**config.mk**
```make
export PLATFORM = sky130hd
export DESIGN_NAME = lvr_supervisor
export DESIGN_NICKNAME = d
export VERILOG_FILES = /design/src/rtl/lvr_pkg.sv /design/src/rtl/runaway_counter.sv /design/src/rtl/lvr_supervisor.sv
export SDC_FILE = /design/constraint.sdc
export NUM_CORES = 1
export LEC_CHECK = 0
export ABC_AREA = 1
export BUFFER_PORTS_ARGS = -buffer_cell sky130_fd_sc_hd__buf_2
export CAP_MARGIN = 20
export CORE_MARGIN = 3
export CORE_UTILIZATION = 28
export CTS_BUF_LIST = sky130_fd_sc_hd__clkbuf_4 sky130_fd_sc_hd__clkbuf_8 sky130_fd_sc_hd__clkbuf_16
export CTS_CLUSTER_DIAMETER = 200
export DETAILED_ROUTE_END_ITERATION = 12
export GPL_TIMING_DRIVEN = 0
export MAX_ROUTING_LAYER = met4
export PLACE_DENSITY = 0.44
export REMOVE_ABC_BUFFERS = 1
export SETUP_SLACK_MARGIN = 0.05
export SYNTH_ARGS = -nofsm -noshare
export SYNTH_HDL_FRONTEND = slang
export SYNTH_SLANG_ARGS = --single-unit
export TNS_END_PERCENT = 20
```
**constraint.sdc**
```tcl
create_clock -name clk_sys_i -period 1.65 [get_ports clk_sys_i]
set_input_delay 0.4125 -clock clk_sys_i [delete_from_list [all_inputs] [get_ports clk_sys_i]]
set_output_delay 0.4125 -clock clk_sys_i [all_outputs]
set_load 0.02 [all_outputs]
```
**src/rtl/lvr_pkg.sv**
```systemverilog
// Package: constants and carriers for the low-voltage and runaway reset supervisor
package lvr_pkg;
   localparam int RUNAWAY_WIDTH = 20;
   localparam int RESET_HOLD_CYCLES = 5;
   localparam logic [2:0] RESET_HOLD_LAST = 3'h4;
   localparam logic [RUNAWAY_WIDTH-1:0] RUNAWAY_RESET_VALUE = 20'h00000;
   localparam logic FLAG_RESET_VALUE = 1'b0;

   typedef enum logic [1:0] {
      ST_IDLE = 2'b00,
      ST_HOLD = 2'b01,
      ST_WAIT = 2'b11
   } rst_state_e;

   // Processor operating mode indications
   typedef struct packed {
      logic stop_mode;
      logic sleep_entry;
      logic timebase_entry;
      logic watch_entry;
      logic cpu_halted;
   } cpu_mode_s;

   // Software access to the supervisor control register
   typedef struct packed {
      logic wr;
      logic clear_bit;
      logic flag_wr;
      logic flag_wdata;
   } sup_ctrl_s;
endpackage : lvr_pkg

```
**src/rtl/runaway_counter.sv**
```systemverilog
// Runaway detection counter stepped by oscillation clock ticks
`timescale 1ns/1ps
module runaway_counter #(
   parameter int WIDTH = lvr_pkg::RUNAWAY_WIDTH
) (
   // Clock and reset
   input wire logic clk_sys_i,
   input wire logic resetn_i,
   // Control
   input wire logic osc_tick_i,
   input wire logic count_en_i,
   input wire logic clear_i,
   // Status
   output logic expire_o
);
   logic [WIDTH-1:0] count;
   logic expire;
   wire logic at_top = &count;
   wire logic step = osc_tick_i & count_en_i;

   always_ff @(posedge clk_sys_i) begin
      if (!resetn_i || clear_i) begin
         count <= WIDTH'(lvr_pkg::RUNAWAY_RESET_VALUE);
      end else if (step) begin
         count <= count + 1'b1;
      end
   end

   always_ff @(posedge clk_sys_i) begin
      if (!resetn_i || clear_i) begin
         expire <= 1'b0;
      end else begin
         expire <= step & at_top;
      end
   end

   assign expire_o = expire;
endmodule : runaway_counter

```
**src/rtl/lvr_supervisor.sv**
```systemverilog
// Low-voltage and runaway reset supervisor top level
//
// Summary of operation
// Low-voltage indication sets the low-voltage flag and asserts internal reset.
// Monitor stays active in stop mode; its reset also ends stop mode.
// Low-voltage reset waits until a RAM write in progress finishes.
// Further low-voltage requests are masked while internal reset is active.
// Runaway detector is a 20-bit counter stepped by the oscillation clock.
// Uncleared counter causes reset; software must clear it periodically.
// Power-on-only registers are not touched by internal resets.
// Runaway interval is 2^20 oscillation clock periods.
// Runaway internal reset lasts exactly 5 machine cycles.
// Counter cleared by clear bit zero, internal reset, osc stop, sleep, timebase, watch.
// Counter does not advance while CPU operation is stopped.
// Both requests merge into one internal reset output.
`timescale 1ns/1ps
module lvr_supervisor #(
   parameter int COUNT_WIDTH = lvr_pkg::RUNAWAY_WIDTH
) (
   // Clock and power-on reset
   input wire logic clk_sys_i,
   input wire logic resetn_i,
   // Analog monitor and memory
   input wire logic low_voltage_i,
   input wire logic ram_write_busy_i,
   // Oscillator
   input wire logic osc_tick_i,
   input wire logic osc_stopped_i,
   // Processor state and software access
   input wire lvr_pkg::cpu_mode_s cpu_mode_i,
   input wire lvr_pkg::sup_ctrl_s sup_ctrl_i,
   // Reset network
   output logic internal_reset_o,
   output logic stop_release_o,
   output logic low_voltage_flag_o,
   output logic runaway_flag_o
);
   lvr_pkg::rst_state_e state;
   lvr_pkg::rst_state_e next_state;
   logic [2:0] hold_cnt;
   logic low_voltage_flag;
   logic runaway_flag;
   logic internal_reset;
   logic stop_release;
   logic runaway_expire;

   // Request decode
   wire logic in_reset = (state == lvr_pkg::ST_HOLD);
   wire logic lv_request = low_voltage_i & ~in_reset;
   wire logic lv_fire = lv_request & ~ram_write_busy_i;
   wire logic any_fire = lv_fire | runaway_expire;
   wire logic hold_done = in_reset & (hold_cnt == lvr_pkg::RESET_HOLD_LAST);
   wire logic sw_clear = sup_ctrl_i.wr & ~sup_ctrl_i.clear_bit;
   wire logic mode_clear = cpu_mode_i.sleep_entry | cpu_mode_i.timebase_entry | cpu_mode_i.watch_entry;
   wire logic cnt_clear = sw_clear | internal_reset | osc_stopped_i | mode_clear;
   wire logic cnt_enable = ~cpu_mode_i.cpu_halted & ~cpu_mode_i.stop_mode;
   wire logic next_reset = (next_state == lvr_pkg::ST_HOLD);

   // Sequencer next state
   always_comb begin
      next_state = state;
      case (state)
         lvr_pkg::ST_IDLE: begin
            if (runaway_expire || lv_fire) begin
               next_state = lvr_pkg::ST_HOLD;
            end else if (lv_request) begin
               next_state = lvr_pkg::ST_WAIT;
            end
         end
         lvr_pkg::ST_WAIT: begin
            if (any_fire || !ram_write_busy_i) begin
               next_state = lvr_pkg::ST_HOLD;
            end
         end
         lvr_pkg::ST_HOLD: begin
            if (hold_done) begin
               next_state = lvr_pkg::ST_IDLE;
            end
         end
         default: begin
            next_state = lvr_pkg::ST_IDLE;
         end
      endcase
   end

   always_ff @(posedge clk_sys_i) begin
      if (!resetn_i) begin
         state <= lvr_pkg::ST_IDLE;
      end else begin
         state <= next_state;
      end
   end

   // Reset width counter
   always_ff @(posedge clk_sys_i) begin
      if (!resetn_i || !in_reset) begin
         hold_cnt <= 3'h0;
      end else begin
         hold_cnt <= hold_cnt + 3'h1;
      end
   end

   // Combined reset output and stop release
   always_ff @(posedge clk_sys_i) begin
      if (!resetn_i) begin
         internal_reset <= 1'b0;
         stop_release <= 1'b0;
      end else begin
         internal_reset <= next_reset;
         stop_release <= next_reset & cpu_mode_i.stop_mode;
      end
   end

   // Flags kept across internal resets, cleared at power-on or by a software flag write
   always_ff @(posedge clk_sys_i) begin
      if (!resetn_i) begin
         low_voltage_flag <= lvr_pkg::FLAG_RESET_VALUE;
         runaway_flag <= lvr_pkg::FLAG_RESET_VALUE;
      end else begin
         if (low_voltage_i) begin
            low_voltage_flag <= 1'b1;
         end else if (sup_ctrl_i.flag_wr) begin
            low_voltage_flag <= sup_ctrl_i.flag_wdata;
         end
         if (runaway_expire) begin
            runaway_flag <= 1'b1;
         end else if (sup_ctrl_i.flag_wr && !sup_ctrl_i.flag_wdata) begin
            runaway_flag <= 1'b0;
         end
      end
   end

   runaway_counter #(
      .WIDTH(COUNT_WIDTH)
   ) u_runaway (
      .clk_sys_i(clk_sys_i),
      .resetn_i(resetn_i),
      .osc_tick_i(osc_tick_i),
      .count_en_i(cnt_enable),
      .clear_i(cnt_clear),
      .expire_o(runaway_expire)
   );

   assign internal_reset_o = internal_reset;
   assign stop_release_o = stop_release;
   assign low_voltage_flag_o = low_voltage_flag;
   assign runaway_flag_o = runaway_flag;
endmodule : lvr_supervisor

```
Word level (Yosys, flattened, before mapping) --
Index checks and enable logic that the tools add are counted.
Storage, ports and cells: input bits 15, memory bits (read-only) 0, latch bits 0, bits in writable memories 0, memories 0, bits in registers 30
Cells by class: bitwise operators 19, $add $sub $neg 2, reduce and logical (&&, ||, !) cells 13, muxes and demuxes 9, $lt $le $gt $ge 0, multipliers 0, equal/unequal tests 4, shifts and indexed selects 0, div/mod/pow operators 0
Operators with widths (number):
- adder 20 x 1 -> 20 bit, second input constant | 1
- AND reduction 20 bit | 1
- bitwise AND 1 bit | 8
- two-way mux 2 bit | 4
- bitwise OR 1 bit | 6
- one-hot mux 2 bit (3 select lines) | 1
- NOT 1 bit | 5
- equality test 2 x 1 -> 1 bit, second input constant | 2
- zero test 1 bit | 4
- logical OR 1 bit | 4
- two-way mux 1 bit | 4
- nonzero test 2 bit | 2
- adder 3 x 1 -> 3 bit, second input constant | 1
- equality test 3 bit, second input constant | 1
- equality test 2 bit, second input constant | 1
- zero test 2 bit | 1
- logical AND 1 bit | 1

Depth between registers and ports, before layout --
depth in word-level cells 10, mapped depth 9, depth with buffers taken out 9

By module --
Synthesis repeated with hierarchy kept, for this count alone.
Second synthesis, totals: cells, all modules 222, area, all modules 1552.7 sq um
Modules (own cells, without submodules):
- runaway_counter | instances 1, sequential area each 420.4 sq um, cells each 167, area an instance 1136.1 sq um
- lvr_supervisor | instances 1, sequential area each 180.2 sq um, cells each 55, area an instance 416.6 sq um

Worst setup path after synthesis --
OpenSTA, ideal clock, no wires.
path type register to register, start register u_runaway.count[1], end register u_runaway.count[14], arrival time 1.151 ns, setup time 0.112 ns, setup slack 0.387 ns, data required time 1.538 ns, cell stages (with the launch flop) 9, cell sequence dfxtp_1 > ha_1 > nand2_1 > inv_1 > nand3_1 > nor2_4 > nand3_1 > o21ai_2 > nor2_1
On the way: word-level cells in the longest chain between the ends 1
Ends and longest elaborated chain:
- start, declared | line runaway_counter.sv:16 | logic [WIDTH-1:0] count;
- start signal, assigned | line runaway_counter.sv:23 | count <= WIDTH'(lvr_pkg::RUNAWAY_RESET_VALUE);
- start signal, assigned | line runaway_counter.sv:25 | count <= count + 1'b1;
- adder 20 x 1 -> 20 bit | line runaway_counter.sv:25
No other way between the ends. A chain may end at the register's enable or synchronous reset.

Worst setup path in the final report --
start register u_runaway.count[1], end register u_runaway.count[16]
The elaborated chain is that of the path after synthesis.

==> flow_summary.yaml <==
placed_design:
  globalplace.congestion: 0.7624
  port_buffers: 18
  dp_hpwl_um: 2340
min_path:
  hp-class: "input port to flip-flop"
floorplan:
  chipHeight_um: 78.95
  start_util_pct: 30.15
  dieArea_um2: 6233
  io_pins: 19
  row_count: 25
  core-area_um2: 4942
  dieWidth_um: 78.95
power:
  power.density_nw_per_um2: 820.6
  leakage_nw: 0.7210
  irDropWorstVdd_mv: 0.2250
  total_power_mw: 1.451
outcome:
  status: "finished clean"
yosys:
  ys_seq_elements: 30
  syn-cell-area_um2: 1490
  synth_warnings: 0
  seq_area_frac_synth_pct: 40.30
  syn_area_per_cell_um2: 6.931
  synth_top_area_share_pct: 40.30
  synth_cell_type_count: 27
  synthCells: 215
  synth_top_area_cell: "dfxtp_1"
  synth_area_leaders: "dfxtp_1 (40%), nand2_1 (10%), inv_1 (9.3%), nor2_1 (9.3%), nand4_1 (3.8%)"
setup_path:
  worstSetupStartpointType: "flip-flop"
  cp_max_fo: 8
  cp.required_ns: 1.82
  critPathArrivalTime_ns: 1.60
  path_class: "flip-flop to flip-flop"
  cp-end-kind: "flip-flop"
route:
  vias: 1288
  routed_wl_um: 3124
  wl_per_cell_um: 10.14
  drc: 0
  avgViaCountPerCell: 4.182
  drt_iter0_markers: 44
  first_pass_iters: 4
  drtAntennaViolNets: 0
clocking:
  cts_sinks: 30
  cts-buffers-inserted: 5
  clk-insertion-delay-late_ns: 0.28
  htreeDepth: 2
  cts-root-buf: "clkbuf_8"
  postCtsHoldBufs: 0
  cts_tree: "done"
  cts_buffer_depth: 2
  clkTransAtPathRegs_ns: 0.06
layout:
  area_delta_synth_final_pct: 18.64
  nets: 258
  layout_common_cells: "nand2_1 (41), inv_1 (37), nor2_1 (37), dfxtp_1 (28), buf_2 (18)"
  drive_gt1_share_pct: 19.92
  layout_commonest_cell: "nand2_1"
  diodes: 0
sta:
  tns_ns: 0
  tightest_slew_ns: 0.3084
  rsz0062_at_grt: "no"
  finalSetupViolations: 0
  fin_skew_ns: 0.003180
  fmax_mhz: 701.9
  min_period_ns: 1.425
  drv_slew: 0
  maxSlewHeadroom_pct: 79.36
  finalCritPeriodShare_pct: 86.35
  hold_viol: 0
grt:
  grt_pass1_vias: 1216
  grt_antenna_before_repair: 0
  grt_overflow_total: 0
  grt_max_degree: 16
  grt_first_pass_wirelength_um: 5492
  grt_usage_pct: 11.63
flow_run:
  maxCapViolCount: 0
routing by layer:
metal / up-vias / global-route usage [%] / part of all wire (%) / wire length (µm)
met3: 4 / 3.741 / 5.5 / 171
met5: - / - / 0 / 0
li1: 728 / - / - / -
met4: 0 / 5.155 / 1.4 / 45
met2: 23 / 16.30 / 39 / 1225
met1: 533 / 15.27 / 54 / 1681
critical path, cell delays in order (launching register included):
cell and delay [ns]:
dfxtp_2 0.35, ha_1 0.17, nand2_1 0.06, inv_1 0.09, nand3_2 0.10, nor2_4 0.23, nand4_1 0.16, nor2_1 0.13
nor2_1 0.05
synthesized netlist by cell type:
master and number:
nand2_1 41, inv_1 37, nor2_1 37, dfxtp_1 30
a21oi_1 10, nand3_1 9, nand4_1 9, o21ai_0 8
nor2_2 4, ha_1 3, nor3_1 3, a211oi_1 2
a21oi_2 2, and3_1 2, inv_2 2, nand2_2 2
nand3_2 2, nor2_4 2, o211ai_1 2, and2_1 1
buf_6 1, clkinv_2 1, nor3_2 1, nor3b_1 1
o21ai_2 1, xnor2_1 1, xor2_1 1
cells by family (layout without fill, tap and decap cells):
family | count (synthesis) | after routing | share of synthesized area (%)
and+or+nand+nor | 114 | 114 | 35.26
buffers and inverters | 41 | 67 | 10.91
DFF | 30 | 30 | 40.30
AOI/OAI and AO/OA | 25 | 25 | 9.824
adders and majority gates | 3 | 3 | 2.519
xor gates and xnor gates | 2 | 2 | 1.176
power breakdown:
part	total [mW]	leakage (nW)	internal, mW	switching [mW]
Combinational	0.0861	0.426	0.0351	0.0510
Clock	0.620	0.0517	0.352	0.268
Sequential	0.745	0.244	0.737	0.00732
Total	1.45	0.721	1.12	0.326
worst paths after layout:
| check | endpoint | slack [ns] | depth (start not counted) | startpoint |
|---|---|---|---|---|
| setup / recovery | u_runaway.count[16]$_SDFFE_PP0P_ | 0.23 | 8 | u_runaway.count[1]$_SDFFE_PP0P_ |
| setup reg to reg | u_runaway.count[16]$_SDFFE_PP0P_ | 0.23 | 8 | u_runaway.count[1]$_SDFFE_PP0P_ |
| hold reg to reg | hold_cnt[0]$_SDFF_PP0_ | 0.45 | 1 | hold_cnt[0]$_SDFF_PP0_ |
| hold / removal | runaway_flag_o$_SDFFE_PN0P_ | 0.41 | 3 | resetn_i |
per-stage QoR:
stage | hold slack [ns] | std cells | utilization, % | setup slack [ns] | cell area [µm²]
CTS | 0.4022 | 307 | 35.37 | 0.1767 | 1748
global placement | 0.4350 | 299 | 33.44 | 0.09065 | 1653
floorplan | 0.4173 | 214 | - | 0.3867 | 1479
detailed placement | 0.4430 | 299 | 33.44 | 0.08396 | 1653
finish | 0.4108 | 308 | 35.77 | 0.2252 | 1768
global route | 0.4239 | 308 | 35.77 | 0.06179 | 1768
sequential cells by signal, indices dropped and copies added (netlist names):
name and cells:
hold_cnt 3, internal_reset_o 1, low_voltage_flag_o 1, runaway_flag_o 1, state 2, stop_release_o 1
u_runaway.count 20, u_runaway.expire_o 1
final cells by class:
class,count,area [µm²]
Timing Repair Buffer,19,97.59
Fill cell,558,3174
Tap cell,67,83.83
Inverter,40,151.4
Clock inverter,1,5.005
Sequential cell,30,603.1
Multi-Input combinational cell,144,737.0
Clock buffer,7,90.09
repair_timing:
item | CTS | global route
buffers inserted | 0 | 1
gates resized for setup | 0 | 4
setup endpoints to repair | 0 | 4
Note: power is estimated with default switching activity, not from simulation.
